$ cat src/cal_status_params.svh
// Constants for the calibration store and standard event status block.
// Assumes inclusion by the package and the block; holds definitions only.
`ifndef CAL_STATUS_PARAMS_SVH
`define CAL_STATUS_PARAMS_SVH

// Width of one calibration record
`define CAL_W 32
// Number of calibration areas kept
`define CAL_AREAS 6
// Event flag bit positions
`define EVT_OPC_BIT 0
`define EVT_QUERY_BIT 2
`define EVT_DEVICE_BIT 3
`define EVT_EXEC_BIT 4
`define EVT_CMD_BIT 5
// Bits of the event flags and mask that exist
`define EVT_USED_MASK 8'h3d
// Reset values
`define EVT_ENABLE_RESET 8'h00
`define EVT_FLAGS_RESET 8'h00
// Status byte position of the event summary
`define STB_ESB_BIT 5
// Calibration date length in characters
`define CAL_DATE_CHARS 12
// Error code class limits
`define ERR_CLASS_STEP 10'd100
// Identification text layout
`define IDN_HEAD_CHARS 24
`define IDN_REV_CHARS 3
`define IDN_CHARS 41
// Punctuation used as field separator
`define IDN_SEP 8'h2c

`endif

$ cat src/cal_status_pkg.sv
// Types for the calibration store and standard event status block.
// Assumes the constant header is on the include path.
`include "cal_status_params.svh"

package cal_status_pkg;

  // Calibration areas, in storage order
  typedef enum logic [2:0] {
    AREA_WORKING,
    AREA_PRIOR,
    AREA_OLDEST,
    AREA_FACTORY,
    AREA_MASTER,
    AREA_FIRST
  } area_e;

  // Decoded commands and queries
  typedef enum logic [3:0] {
    OP_CAL_STORE,
    OP_CAL_DUMP_Q,
    OP_CAL_COPY,
    OP_COMPACT,
    OP_CLS,
    OP_ESE,
    OP_ESE_Q,
    OP_ESR_Q,
    OP_IDN_Q,
    OP_OPC
  } op_e;

  // One parsed command from the remote controller
  typedef struct packed {
    logic star;                 // Leading asterisk seen
    op_e op;                    // Command or query
    area_e area;                // Source or destination area
    logic [7:0] value;          // Integer argument
    logic [`CAL_W-1:0] cal;     // New calibration record
  } cmd_s;

  // Response byte stream
  typedef struct packed {
    logic [7:0] data;           // Response byte
    logic last;                 // Final byte of the response
  } resp_s;

  // Error report from the parser or the output stage
  typedef struct packed {
    logic [9:0] code;           // Numeric error code
  } err_s;

endpackage

$ cat src/cal_store_and_event_status.sv
// Calibration area store and standard event status model.
// Assumes a parser ahead of it delivering decoded commands on clk.
`timescale 1ns/1ps

module cal_store_and_event_status #(
  parameter logic [8*`IDN_HEAD_CHARS-1:0] IDN_HEAD = "MAKERX,MODELX,0,0,000000", // Arbitrary
  parameter logic [8*`IDN_REV_CHARS-1:0] IDN_REV = "1.0" // Arbitrary revision text
) (
  input wire logic clk,                                // 250 MHz clock
  input wire logic rst,                                // Synchronous reset, high
  input wire logic cmd_valid,                          // Command offered
  output logic cmd_ready,                              // Command taken when high
  input wire cal_status_pkg::cmd_s cmd,                // Decoded command
  output logic resp_valid,                             // Response byte offered
  input wire logic resp_ready,                         // Controller takes byte
  output cal_status_pkg::resp_s resp,                  // Response byte
  input wire logic err_valid,                          // Error reported, pulse
  input wire cal_status_pkg::err_s err,                // Error code
  input wire logic cur_err,                            // Current error detected
  input wire logic volt_err,                           // Voltage error detected
  input wire logic ques_cur,                           // Questionable current bit
  input wire logic ques_volt,                          // Questionable voltage bit
  input wire logic ops_pending,                        // Earlier operations running
  input wire logic factory_unlock_pin,                 // Password accepted, from pin
  input wire logic [8*`CAL_DATE_CHARS-1:0] cal_date,   // Calibration date text
  output logic [`CAL_W-1:0] active_cal,                // Working calibration
  output logic [7:0] event_enable_mask,                // Enable mask
  output logic [7:0] standard_event_flags,             // Event flags
  output logic esb,                                    // Status byte bit 5
  output logic status_clear                            // Clear pulse to other status
);

  // Response sequencer states
  typedef enum logic {ST_IDLE, ST_IDN} resp_state_e;

  logic [`CAL_W-1:0] cal_area [`CAL_AREAS]; // Non-volatile calibration areas
  logic unlock_meta;                        // First synchroniser stage
  logic unlock;                             // Synchronised unlock level
  logic fire;                               // Command accepted
  logic common_op;                          // Command is a common one
  logic bad_common;                         // Common command without asterisk
  cal_status_pkg::area_e dump_src;          // Source named by the dump query
  logic dump_armed;                         // Dump seen, copy may follow
  logic copy_go;                            // Copy allowed this cycle
  logic copy_refused;                       // Copy rejected
  logic [7:0] evt_set;                      // Flags raised this cycle
  logic [7:0] evt_clr;                      // Flags cleared this cycle
  logic opc_armed;                          // Waiting for pending work to end
  resp_state_e state;                       // Response sequencer
  logic [5:0] idn_idx;                      // Identification byte index

  // Error class decode, used by the reported error path only
  function automatic logic [7:0] class_bits(input logic [9:0] code);
    logic [7:0] b;
    b = 8'h00;
    if (code >= `ERR_CLASS_STEP && code < 2 * `ERR_CLASS_STEP)
      b[`EVT_CMD_BIT] = 1'b1;
    else if (code >= 2 * `ERR_CLASS_STEP && code < 3 * `ERR_CLASS_STEP)
      b[`EVT_EXEC_BIT] = 1'b1;
    else if (code >= 3 * `ERR_CLASS_STEP && code < 4 * `ERR_CLASS_STEP)
      b[`EVT_DEVICE_BIT] = 1'b1;
    else if (code >= 4 * `ERR_CLASS_STEP && code < 5 * `ERR_CLASS_STEP)
      b[`EVT_QUERY_BIT] = 1'b1;
    return b;
  endfunction

  // Identification text: head, date, revision, comma separated
  function automatic logic [7:0] idn_byte(input logic [5:0] idx);
    logic [7:0] b;
    b = `IDN_SEP;
    if (idx < 6'(`IDN_HEAD_CHARS))
      b = IDN_HEAD[8*(`IDN_HEAD_CHARS-1-idx) +: 8];
    else if (idx > 6'(`IDN_HEAD_CHARS) && idx <= 6'(`IDN_HEAD_CHARS + `CAL_DATE_CHARS))
      b = cal_date[8*(`IDN_HEAD_CHARS + `CAL_DATE_CHARS - idx) +: 8];
    else if (idx > 6'(`IDN_HEAD_CHARS + `CAL_DATE_CHARS + 1))
      b = IDN_REV[8*(`IDN_CHARS - 1 - idx) +: 8];
    return b;
  endfunction

  // Unlock pin synchroniser
  always_ff @(posedge clk)
  begin
    if (rst)
    begin
      unlock_meta <= 1'b0;
      unlock <= 1'b0;
    end
    else
    begin
      unlock_meta <= factory_unlock_pin;
      unlock <= unlock_meta;
    end
  end

  // Command decode
  always_comb
  begin
    fire = cmd_valid && cmd_ready;
    common_op = cmd.op inside {cal_status_pkg::OP_CLS, cal_status_pkg::OP_ESE,
      cal_status_pkg::OP_ESE_Q, cal_status_pkg::OP_ESR_Q, cal_status_pkg::OP_IDN_Q,
      cal_status_pkg::OP_OPC};
    bad_common = fire && common_op && !cmd.star;
    copy_refused = fire && cmd.op == cal_status_pkg::OP_CAL_COPY
      && (!dump_armed || (cmd.area == cal_status_pkg::AREA_FACTORY && !unlock));
    copy_go = fire && cmd.op == cal_status_pkg::OP_CAL_COPY && !copy_refused;
  end

  // Source area held between dump query and copy
  always_ff @(posedge clk)
  begin
    if (rst)
    begin
      dump_src <= cal_status_pkg::AREA_WORKING;
      dump_armed <= 1'b0;
    end
    else if (fire && cmd.op == cal_status_pkg::OP_CAL_DUMP_Q)
    begin
      dump_src <= cmd.area;
      dump_armed <= 1'b1;
    end
  end

  // Calibration areas; reset leaves them alone as they are non-volatile
  always_ff @(posedge clk)
  begin
    if (fire && cmd.op == cal_status_pkg::OP_COMPACT)
    begin
      // Compaction drops every stored record; a store or copy drops only those it overwrites
      for (int i = 0; i < `CAL_AREAS; i++)
        cal_area[i] <= '0;
    end
    else if (fire && cmd.op == cal_status_pkg::OP_CAL_STORE)
    begin
      cal_area[cal_status_pkg::AREA_OLDEST] <= cal_area[cal_status_pkg::AREA_PRIOR];
      cal_area[cal_status_pkg::AREA_PRIOR] <= cal_area[cal_status_pkg::AREA_WORKING];
      cal_area[cal_status_pkg::AREA_WORKING] <= cmd.cal;
    end
    else if (copy_go && cmd.area == cal_status_pkg::AREA_WORKING)
    begin
      // Old values are read before any is replaced
      cal_area[cal_status_pkg::AREA_OLDEST] <= cal_area[cal_status_pkg::AREA_PRIOR];
      cal_area[cal_status_pkg::AREA_PRIOR] <= cal_area[cal_status_pkg::AREA_WORKING];
      cal_area[cal_status_pkg::AREA_WORKING] <= cal_area[dump_src];
    end
    else if (copy_go)
    begin
      cal_area[cmd.area] <= cal_area[dump_src];
    end
  end

  // Working area drives operation
  assign active_cal = cal_area[cal_status_pkg::AREA_WORKING];

  // Enable mask; unused positions never store
  always_ff @(posedge clk)
  begin
    if (rst)
      event_enable_mask <= `EVT_ENABLE_RESET;
    else if (fire && cmd.star && cmd.op == cal_status_pkg::OP_ESE)
      event_enable_mask <= cmd.value & `EVT_USED_MASK;
  end

  // Flag set and clear terms
  always_comb
  begin
    evt_set = 8'h00;
    if (err_valid)
      evt_set = class_bits(err.code);
    if (bad_common)
      evt_set[`EVT_CMD_BIT] = 1'b1;
    if (copy_refused)
      evt_set[`EVT_EXEC_BIT] = 1'b1;
    if ((cur_err && ques_cur) || (volt_err && ques_volt))
      evt_set[`EVT_DEVICE_BIT] = 1'b1;
    if (opc_armed && !ops_pending)
      evt_set[`EVT_OPC_BIT] = 1'b1;
    evt_clr = 8'h00;
    if (fire && cmd.star && (cmd.op == cal_status_pkg::OP_CLS
        || cmd.op == cal_status_pkg::OP_ESR_Q))
      evt_clr = 8'hff;
    if (fire && cmd.star && cmd.op == cal_status_pkg::OP_OPC)
      evt_clr[`EVT_OPC_BIT] = 1'b1;
  end

  // Event flags; a new event wins over a clear in the same cycle
  always_ff @(posedge clk)
  begin
    if (rst)
      standard_event_flags <= `EVT_FLAGS_RESET;
    else
      standard_event_flags <= ((standard_event_flags & ~evt_clr) | evt_set)
        & `EVT_USED_MASK;
  end

  // Operation complete tracking
  always_ff @(posedge clk)
  begin
    if (rst)
      opc_armed <= 1'b0;
    else if (fire && cmd.star && cmd.op == cal_status_pkg::OP_OPC)
      opc_armed <= 1'b1;
    else if (fire && cmd.star && cmd.op == cal_status_pkg::OP_CLS)
      opc_armed <= 1'b0;
    else if (opc_armed && !ops_pending)
      opc_armed <= 1'b0;
  end

  // Event summary into the status byte
  assign esb = |(standard_event_flags & event_enable_mask);

  // Pulse telling the other status registers and error queue to clear
  always_ff @(posedge clk)
  begin
    if (rst)
      status_clear <= 1'b0;
    else
      status_clear <= fire && cmd.star && cmd.op == cal_status_pkg::OP_CLS;
  end

  // Commands wait while a response is outstanding
  assign cmd_ready = !resp_valid && state == ST_IDLE;

  // Response sequencer
  always_ff @(posedge clk)
  begin
    if (rst)
    begin
      state <= ST_IDLE;
      idn_idx <= '0;
      resp_valid <= 1'b0;
      resp <= '0;
    end
    else if (resp_valid && !resp_ready)
    begin
      // Hold the byte until taken
      resp_valid <= 1'b1;
    end
    else if (state == ST_IDN)
    begin
      resp_valid <= 1'b1;
      resp.data <= idn_byte(idn_idx);
      resp.last <= idn_idx == 6'(`IDN_CHARS - 1);
      idn_idx <= idn_idx + 6'd1;
      if (idn_idx == 6'(`IDN_CHARS - 1))
        state <= ST_IDLE;
    end
    else if (fire && cmd.star && cmd.op == cal_status_pkg::OP_ESE_Q)
    begin
      resp_valid <= 1'b1;
      resp <= '{data: event_enable_mask, last: 1'b1};
    end
    else if (fire && cmd.star && cmd.op == cal_status_pkg::OP_ESR_Q)
    begin
      resp_valid <= 1'b1;
      resp <= '{data: standard_event_flags, last: 1'b1};
    end
    else if (fire && cmd.op == cal_status_pkg::OP_CAL_DUMP_Q)
    begin
      resp_valid <= 1'b1;
      resp <= '{data: {5'h00, cmd.area}, last: 1'b1};
    end
    else if (fire && cmd.star && cmd.op == cal_status_pkg::OP_IDN_Q)
    begin
      state <= ST_IDN;
      idn_idx <= '0;
      resp_valid <= 1'b0;
    end
    else
    begin
      resp_valid <= 1'b0;
    end
  end
endmodule

$ cat config.mk
export PLATFORM = sky130hd
export DESIGN_NAME = cal_store_and_event_status
export DESIGN_NICKNAME = d
export VERILOG_FILES = /design/src/cal_status_pkg.sv /design/src/cal_store_and_event_status.sv
export VERILOG_INCLUDE_DIRS = /design/src /design/src/src
export SDC_FILE = /design/constraint.sdc
export NUM_CORES = 1
export LEC_CHECK = 0
export ABC_AREA = 1
export BUFFER_PORTS_ARGS = -buffer_cell sky130_fd_sc_hd__buf_2
export CAP_MARGIN = 15
export CORE_MARGIN = 5
export CORE_UTILIZATION = 56
export CTS_CLUSTER_SIZE = 16
export DETAILED_ROUTE_END_ITERATION = 7
export PLACE_DENSITY = 0.79
export SLEW_MARGIN = 10
export SYNTH_ARGS = -nofsm -noshare
export SYNTH_HDL_FRONTEND = slang
export SYNTH_SLANG_ARGS = --single-unit
$ cat constraint.sdc
create_clock -name clk -period 6.5 [get_ports clk]
set_clock_uncertainty 0.05 [all_clocks]
set_input_delay 1.3 -clock clk [delete_from_list [all_inputs] [get_ports clk]]
set_output_delay 1.3 -clock clk [all_outputs]
set_load 0.05 [all_outputs]
## Word-level counts from Yosys, hierarchy flattened

Memories as Yosys holds them, arrays and structs flattened. A register that Yosys moved wholly into a read port is not among the register bits.
Index checks and enable logic that the tools add are counted.

| word-level totals | value |
|---|---|
| output and inout bits | 61 |
| register bits | 35 |
| memories | 1 |
| input port bits | 165 |
| logic and storage cells | 173 |
| bits in writable memories | 192 |

Memories:

| name | words | bits a word | rd ports | clocked after Yosys merged registers in | write ports | RTL line | source |
|---|---|---|---|---|---|---|---|
| cal_area | 6 | 32 | 3 | 1 | 6 | cal_store_and_event_status.sv:36 | `` logic [`CAL_W-1:0] cal_area [`CAL_AREAS]; `` |

| operators by class | value |
|---|---|
| $lt $le $gt $ge | 12 |
| bitwise gates (word level) | 12 |
| eq/ne operators | 14 |
| $add $sub $neg | 4 |
| shifts and indexed selects | 3 |
| reduce and logical (&&, ||, !) cells | 49 |
| mux-type cells | 65 |

Operator list:

| cell | count |
|---|---|
| 32-bit 2-to-1 mux | 7 |
| 192-bit by 33-bit indexed part select with 8-bit output (first input constant) | 1 |
| 96-bit by 33-bit indexed part select with 8-bit output | 1 |
| 6-bit 2-to-1 mux | 7 |
| 1-bit 2-to-1 mux | 39 |
| 9-bit 2-to-1 mux | 4 |
| 24-bit by 33-bit indexed part select with 8-bit output (first input constant) | 1 |
| 32-bit OR reduction | 1 |
| 10-bit by 9-bit less-than comparator with 1-bit output (second input constant) | 3 |
| 1-bit logical AND | 29 |
| 8-bit 2-to-1 mux | 3 |
| 10-bit by 9-bit greater-or-equal comparator with 1-bit output (second input constant) | 2 |
| 4-bit by 3-bit == test with 1-bit output (second input constant) | 4 |
| 6-bit by 6-bit subtractor with 7-bit output (first input constant) | 2 |
| 6-bit bitwise AND | 2 |
| 3-bit 2-to-1 mux | 4 |
| 10-bit by 7-bit greater-or-equal comparator with 1-bit output (second input constant) | 1 |
| 10-bit by 8-bit greater-or-equal comparator with 1-bit output (second input constant) | 1 |
| 10-bit by 8-bit less-than comparator with 1-bit output (second input constant) | 1 |
| 4-bit by 2-bit == test with 1-bit output (second input constant) | 2 |
| 4-bit == test (second input constant) | 2 |
| 8-bit OR reduction | 1 |
| 1-bit zero test | 7 |
| 5-bit by 6-bit subtractor with 7-bit output (first input constant) | 1 |
| other kinds (23) | 33 |

## Logic depth before layout (Yosys ltp)

Gate-level depths: netlist (run 1).

| logic depth | value |
|---|---|
| depth after elaboration | 14 |
| mapped depth | 17 |
| depth with buffers taken out | 14 |

## Least setup slack after synthesis (run 1)

Ideal clock, no wire load.

| timing | value |
|---|---|
| path type | input-to-reg |
| start point | in cmd[46] in the netlist's numbering |
| end point | mem cal_area[6][0] in the netlist's numbering, enable pin |
| path buffers | 0 |
| data arrival time | 5.012 ns |
| data required time | 5.945 ns |
| cell stages on the path | 5 |
| setup time | 0.505 ns |
| setup slack | 0.933 ns |
| cell sequence | nor2_2 -> inv_2 -> nor3_4 -> nand2_2 -> nor4_1 |

RTL lines:

| element | RTL line | source |
|---|---|---|
| start: declaration | cal_store_and_event_status.sv:13 | `input wire cal_status_pkg::cmd_s cmd,` |
| end: declaration | cal_store_and_event_status.sv:36 |  |

==> results.txt, run 1 <==
* Run status: completed
* Number of port buffers: approximately 210
- Most instantiated library cell after synthesis: sky130_fd_sc_hd__nor2_1
* Die boundary width: 174 µm
- The synthesized netlist contains 46 unique library cells.
- The routed design has roughly 40000 µm of wire.
- By count the netlist is led by 342 x sky130_fd_sc_hd__nor2_1, 256 x sky130_fd_sc_hd__edfxtp_1, 247 x sky130_fd_sc_hd__nand2_1.
- After detailed routing, the number of vias per cell comes to ~5.9.
- Setup repair after global routing left no endpoint under its margin.
- For this design the total switching power over the nets is between 0.9 and 1 mW.
- The final route contains roughly 13000 vias.
- Detailed-router iteration count before antenna repair: 5
* Clock network fraction of design power: roughly two fifths
- Worst Path Max Fanout: 35
- # DRC: 0
- Cell internal power was estimated by the tool at between 3 and 4 mW.
- Fill cells in the final layout number ~2000.
* Fraction of registers with async set/reset: 0%
- Combinational logic is responsible for under 10% of the overall power.
- Slew Viols, Final: 0
- Final core utilization: ~65%
- Of the cells placed in the final design, the portion with a size suffix greater than 1 is 17.8%.
- Cell Area, Synth: ~15000 µm²
- Endpoints failing hold: 0
* Count of nets left with antenna violations after detail routing: 0
- Initial antenna violation count: 1
- Sum of overflow across all layers after global routing: 0
- CTS tree: built
- Dpl hpwl: between 20000 and 30000 µm
- For this run, the top clock speed supported by timing is approximately 0.23 GHz.
- Summed over all cells, the static leakage comes to around 6.6 nW.
- Count of warnings emitted by yosys: 0
* Startpoint kind of the worst setup timing path: primary input
- Dividing total power by cell area gives a power density of about 240 nW/µm².
- Starting Density: a little under three fifths
- Entering global routing, the biggest net connects between 100 and 150 pins.
- The area growth from synthesis to layout is 14.0%.
- Setup violations remaining at the end of the flow were counted as 0.
* Post-synthesis sequential area ratio: 56.4%
- Synthesis inferred 294 register bits.
- The number of global-route vias before repair came to about 12000.
* Share of the clock period used by the worst path after layout: 67.0%
- Worst-case headroom to the max-slew limit: between 10% and 20%
- Buffers added to address setup during post-CTS repair amount to 0.
- Post-cts sizing count: 0
- Data arrival time at the worst-slack endpoint: between 4 and 5 ns
* Number of maximum-capacitance constraint violations: 0
* Number of nets in the layout: 2027
- The worst setup path is captured at a flop.
- In the final routed layout, each cell accounts on average for approximately 18 µm.
- Sequential cells account for between 50% and 60% of the total power.
- The repair_antennas step left the layout with diodes totalling 0.
- In this run the clock root is driven by a sky130_fd_sc_hd__clkbuf_16.
- After synthesis, the mean cell area works out to a little under 9 µm².
- Share of the synthesized area in the top cell type: a little over 50%
* Ports placed on the boundary: between 200 and 250
- Worst vdd rail ir drop: around 180 µV
- The floorplan step set the die height to around 170 µm.
* DR iter-0 viols: between 1000 and 1500
* Latest clock arrival within the worst-skew pair: approximately 0.55 ns
- Transition time at the pin with the least slew margin: about 1.2 ns
- Global-route wire length before repair: 63700 µm
- Summed over all instances, the cell type with the most area after synthesis is sky130_fd_sc_hd__edfxtp_1.
* Post-CTS Hold Buffers: 0
- Global-route usage over all layers: between 20% and 30%
- Number of enable-type register cells in the synthesized netlist: between 200 and 300
- Net switching is a little under a quarter of the power.
* Number of buffers on the longest clock path: 3
* Most area-consuming cells after synthesis: sky130_fd_sc_hd__edfxtp_1 51%, sky130_fd_sc_hd__nor2_1 8.6%, sky130_fd_sc_hd__o21ai_0 7.8%, sky130_fd_sc_hd__nand2_1 6.2%, sky130_fd_sc_hd__dfxtp_1 5.1%
- After clock tree synthesis, the clock-pin slew on the worst setup and hold paths is 0.06 ns.
- Final TNS setup: 0 ns
* CP Data Required Time: 6.68 ns
* Overall die area: between 30000 and 40000 µm²
- The floorplan step defined a core boundary enclosing ~26000 µm².
* Final GP Congestion: 0.923
- Synthesized instance count: about 1700
- CTS built an H-tree with a depth of 1.
- Time the final worst path needs with I/O delays and setup: 4.35 ns
* Count of clock tree sinks: approximately 300
- Number of buffers created by CTS: 29
- Leading register cell type out of synthesis: sky130_fd_sc_hd__edfxtp_1
- Num rows: 59
* Critical path start-end classification: primary input to flop
- Path category of the worst min-delay check: flop to flop
==> routing by layer <==
layer	up-vias	GRT usage, %	routed length, µm	part of all wire [%]
met2	700	42.3	18900	47
met3	80	5.56	4370	11
met4	2	6.57	956	2.4
met1	5996	34.5	15800	39
met5	-	0	13	0.032
li1	6191	-	-	-
==> area by class of cell <==
class / count / area, µm² / share of cell area [%]
flip-flops and latches: 294 / 8460 / 49.5
multi-input cells: 1174 / 5540 / 32.4
repair buffers: 234 / 1250 / 7.31
clock buffers: 38 / 790 / 4.62
inverters: 123 / 463 / 2.71
well taps: 335 / 419 / 2.45
clock inverters: 14 / 163 / 0.952
==> cells in the final DEF (no fill, tap or decap), drive strengths merged, types with 2 or more instances in the layout <==
cell	n
nor2	347
o21ai	268
edfxtp	256
nand2	254
buf	234
inv	120
nand3	93
a21oi	69
o22ai	39
dfxtp	38
clkbuf	38
o32ai	32
clkinv	13
nor3	12
o211ai	10
a31oi	8
ha	6
conb	6
or2	5
nand4	3
o2111ai	3
bufinv	3
nor4	3
a221oi	2
xor2	2
o31ai	2
nor3b	2
xnor2	2
==> worst max-delay path, stage by stage <==
cell and delay, ns:
sky130_fd_sc_hd__buf_2 0.11, sky130_fd_sc_hd__nor2_2 0.09, sky130_fd_sc_hd__buf_4 0.34, sky130_fd_sc_hd__inv_2 0.09, sky130_fd_sc_hd__nor3_4 0.23, sky130_fd_sc_hd__nand3_2 0.53
sky130_fd_sc_hd__nand2_2 0.78, sky130_fd_sc_hd__nor2_1 0.15, sky130_fd_sc_hd__nand2_1 0.50, sky130_fd_sc_hd__buf_4 0.38
==> registers in the layout (all words and copies together), names as in the netlist, named ones only <==
signal and cells:
dump_armed 1, idn_idx 6, resp_valid 1, event_enable_mask 5, status_clear 1, unlock 1
opc_armed 1, unlock_meta 1, state 1, dump_src 3, cal_area 256, resp 9
standard_event_flags 5
==> cells by family after synthesis <==
kind of cell,synth area share (%)
adder cells (fa/ha/maj),0.501
other,0.0250
AND/OR/NAND/NOR,19.6
flip-flops,56.4
buffers and inverters,6.90
AO/OA/AOI/OAI,16.3
XOR/XNOR,0.284
==> through the flow <==
step / total power [mW] / instance area (µm²) / hold slack [ns] / std cells / setup slack [ns]
2_1_floorplan: 2.31 / 15000 / 0.338 / 1707 / 0.933
3_3_place_gp: 2.42 / 16100 / 0.344 / 2158 / 1.67
3_5_place_dp: 2.43 / 16100 / 0.354 / 2158 / 1.60
4_1_cts: 4.06 / 17000 / 0.363 / 2210 / 2.17
5_1_grt: 4.19 / 17100 / 0.369 / 2212 / 1.86
6_report: 4.06 / 17100 / 0.361 / 2212 / 2.15
==> power groups by stage <==
stage | sequential, mW | combinational, mW | clock, mW
2_1_floorplan | 2.15 | 0.157 | 0
3_3_place_gp | 2.12 | 0.295 | 0
3_5_place_dp | 2.12 | 0.303 | 0
4_1_cts | 2.08 | 0.306 | 1.68
5_1_grt | 2.08 | 0.339 | 1.76
6_report | 2.08 | 0.310 | 1.67
==> final timing paths <==
check | slack [ns] | endpoint | startpoint | cells after the start
max | 2.15 | cal_area[1][14] | cmd[46] | 10
min | 0.36 | unlock | unlock_meta | 2
max reg2reg | 2.74 | cal_area[1][14] | state | 10
min reg2reg | 0.36 | unlock | unlock_meta | 2
(Power assumes the default switching activity.)
==> inputs of run 2 (changes only) <==
--- a/config.mk
+++ b/config.mk
@@ -10,10 +10,10 @@
 export BUFFER_PORTS_ARGS = -buffer_cell sky130_fd_sc_hd__buf_2
 export CAP_MARGIN = 15
 export CORE_MARGIN = 5
-export CORE_UTILIZATION = 56
+export CORE_UTILIZATION = 52
 export CTS_CLUSTER_SIZE = 16
 export DETAILED_ROUTE_END_ITERATION = 7
-export PLACE_DENSITY = 0.79
+export PLACE_DENSITY = 0.77
 export SLEW_MARGIN = 10
 export SYNTH_ARGS = -nofsm -noshare
 export SYNTH_HDL_FRONTEND = slang
==> constraint.sdc (replaced) <==
create_clock -name clk -period 4 [get_ports clk]
set_clock_uncertainty 0.05 [all_clocks]
set_input_delay 0.8 -clock clk [delete_from_list [all_inputs] [get_ports clk]]
set_output_delay 0.8 -clock clk [all_outputs]
set_load 0.05 [all_outputs]
==> run 2 against run 1 <==
Net effect: critical path depth rose by 1; highest routed layer unchanged; global-route usage decreased by 0.79 points; sequential power up 63%; non-clock buffer count increased by 10; combinational power rose by 59%; flip-flop and latch count is the same; routed wire length increased by 4.5%.
==> results.txt, run 2 (synthesis results as in run 1) <==
- The flow ran to the end, and the final reports show no timing, DRC or antenna violations.
- Initial antenna violation count: 2 (+1)
- The reg-to-reg setup timing slack is 1.08 ns (-1.66 ns).
- The number of fillers in the final layout came to 2451 (+21%).
- The number of H-tree levels was 1 (unchanged).
* Number of failing setup endpoints in the final timing report: 0 (unchanged)
- Worst r2r src: idn_idx[1]
- The longest individual stage delay on the worst path is 0.58 ns (-0.20 ns).
* Sort of element at the end of the critical path: flop
- Area grow syn2layout: 14.8%
* Latest clock arrival within the worst-skew pair: 0.55 ns (about the same)
* Power after layout: 6.60 mW (+62%)
- Number of port buffers: 214 (unchanged)
- The maximum count of clock buffers along a single path is 3 (unchanged).
- Setup repair after global routing left no endpoint under its margin.
- The biggest fanout along the worst timing path was 15 (-57%).
- CTS clk-pin slew, worst paths: 0.06 ns (about the same)
- The number of DRC markers after the initial detailed-route iteration is 1407 (+6.7%).
- The total count of hold-check failures in the final report is 0 (unchanged).
- Starting Density: 52.5% (-4.7 points)
- Routed WL: 41800 µm (+4.5%)
* Startpoint kind of the worst setup timing path: flop
* Final GP Congestion: 0.954 (+3.4%)
- The largest individual stage delay along the critical path comes from the cell sky130_fd_sc_hd__xnor2_2.
- Cell seen most often among critical-path stages: sky130_fd_sc_hd__nand3_1
- The arrival time of data at the critical path endpoint was 3.33 ns (-1.20 ns).
* Via count of the routed design: 13100 (+1.4%)
* Number of vias per cell after detailed routing: 5.79 (-1.3%)
- The placeable core region is 28500 µm² (+8.9%).
- The number of diodes added for antenna fixing was 0 (unchanged).
* Count of nets left with antenna violations after detail routing: 0 (unchanged)
* Slew Viols, Final: 0 (unchanged)
* Sum of overflow across all layers after global routing: 0 (unchanged)
* Number of buffers inserted to repair setup after CTS: 0 (unchanged)
- The critical path is of the flop to flop type.
- The detailed-route wire length per cell came to 18.4 µm (+1.8%).
* Worst vdd rail ir drop: 324 µV (+81%)
- Static Leakage: 6.62 nW (+0.62%)
* Number of maximum-capacitance constraint violations: 0 (unchanged)
- The register with the most flip-flops in the final layout is cal_area.
- Final core utilization: 60.3% (-4.9 points)
* Num rows: 62 (+5.1%)
- Post-CTS Hold Buffers: 0 (unchanged)
- Final TNS setup: 0 ns (unchanged)
* Share of the clock period used by the worst path after layout: 72.9%
- The DRC violation count after routing is 0 (unchanged).
- The number of global-route vias before repair came to 12800 (+3.8%).
* Path category of the worst min-delay check: flop to flop
- Global-route wire length before repair: 66600 µm (+4.6%)
- In the layout the commonest cells are 342 x sky130_fd_sc_hd__nor2_1, 256 x sky130_fd_sc_hd__edfxtp_1, 247 x sky130_fd_sc_hd__nand2_1.
- Worst slack at placement: 1.03 ns (-0.567 ns)
- Final setup margin: 1.08 ns (-1.06 ns)
- The number of clock buffers inserted by TritonCTS is 29 (unchanged).
- Ratio of total power to cell area: 383 nW/µm² (+61%)
* CTS tree: built
- In this run the critical register-to-register path is captured at resp[1].
* Count of cells along the worst hold path: 2 (unchanged)
- Layout Cell Area excl Fill: 17200 µm² (+0.75%)
- The count of cells along the worst register-to-register path came to 11 (+1).
- Number of nets in the layout: 2037 (+0.49%)
- Global-route usage over all layers: 24.7% (-0.79 points)
- The horizontal extent of the die came to 180 µm (+3.6%).
- The library cell used most frequently in the layout, excluding fill and tap cells, is sky130_fd_sc_hd__nor2_1.
- The pin count of the biggest net entering global routing was 115 (-7.3%).
- The total placed instance area is 16300 µm² (+1.1%).
- Max Clock Freq: ~0.34 GHz
- Transition time at the pin with the least slew margin: 1.10 ns (-0.107 ns)
- Endpoint of the worst hold-timing path: unlock
- Cells along the critical path: inv_1, ha_1, xnor2_2, inv_1, o211ai_1, nand3_1, nand2_1, nand3_1, nand3_1, nand2_1, a21oi_1
- The required time of the worst setup path came to 4.41 ns (-2.27 ns).
- Height of the chip: 180 µm (+3.6%)
- The fraction of final layout cells with drive strength greater than 1 is 18.2% (+0.33 points).
- Detailed-router iteration count before antenna repair: 6 (+1)
- The die area came to 32300 µm² (+7.2%).
* Origin of the worst min-delay path: unlock_meta
- Post-cts sizing count: 0 (unchanged)
* Ports placed on the boundary: 226 (unchanged)
- The remaining max-slew budget at the tightest pin came to 26.7% (+7.1 points).
- The tree is rooted in a sky130_fd_sc_hd__clkbuf_16.
- Dpl hpwl: 26600 µm (-0.30%)
* Time the final worst path needs with I/O delays and setup: a little under 3 ns
- The largest registers in the layout are cal_area x256, resp x9, idn_idx x6.
* Count of clock tree sinks: 294 (unchanged)
* Number of flip-flops in the largest register: 256 (unchanged)
-- run 2: per-layer routing --
| metal | global-route usage (%) | vias up | share of wire, % | wire [µm] |
|---|---|---|---|---|
| li1 | - | 6211 | - | - |
| met1 | 32.2 | 6153 | 38 | 15900 |
| met2 | 42.9 | 697 | 50 | 20900 |
| met3 | 4.45 | 82 | 9.5 | 3970 |
| met4 | 6.43 | 4 | 2.4 | 998 |
| met5 | 0 | - | 0.065 | 27 |
-- run 2: metrics by stage --
stage	cells	hold slack [ns]
4_1_cts	2271	0.367
6_report	2271	0.362
5_1_grt	2271	0.388
3_5_place_dp	2219	0.353
2_1_floorplan	1707	0.338
3_3_place_gp	2219	0.345
-- run 2: worst max-delay path by stage --
| stage | slack, ns | to | from | depth (start not counted) |
|---|---|---|---|---|
| global route | 0.77 | resp[2] | idn_idx[1] | 11 |
| floorplan | -1.07 | cal_area[6][0] | cmd[46] | 5 |
| finish | 1.08 | resp[1] | idn_idx[1] | 11 |
| CTS | 1.10 | resp[3] | idn_idx[1] | 13 |
| global placement | 1.07 | cal_area[2][21] | cmd[46] | 8 |
| detailed placement | 1.03 | cal_area[2][18] | cmd[46] | 8 |
-- run 2: worst max-delay path: cells and delay by family, from the launching register on --
kind	cells	cell delay [ns]
xor gates and xnor gates	1	0.58
and+or+nand+nor	5	0.49
AOI/OAI and AO/OA	2	0.34
DFF	1	0.54
adders and majority gates	1	0.30
buffers and inverters	2	0.54
-- run 2: final cells by class --
type / count / area, µm² / share of cell area [%]
Clock buffer: 44 / 822 / 4.78
Clock inverter: 8 / 124 / 0.720
Inverter: 123 / 463 / 2.69
Multi-Input combinational cell: 1174 / 5540 / 32.2
Sequential cell: 294 / 8460 / 49.1
Tap cell: 384 / 480 / 2.79
Timing Repair Buffer: 244 / 1320 / 7.68
-- run 2: where the power goes --
part | switching (mW) | total [mW] | internal (mW)
Combinational | 0.344 | 0.494 | 0.149
Clock | 1.11 | 2.72 | 1.61
Sequential | 0.0275 | 3.39 | 3.36
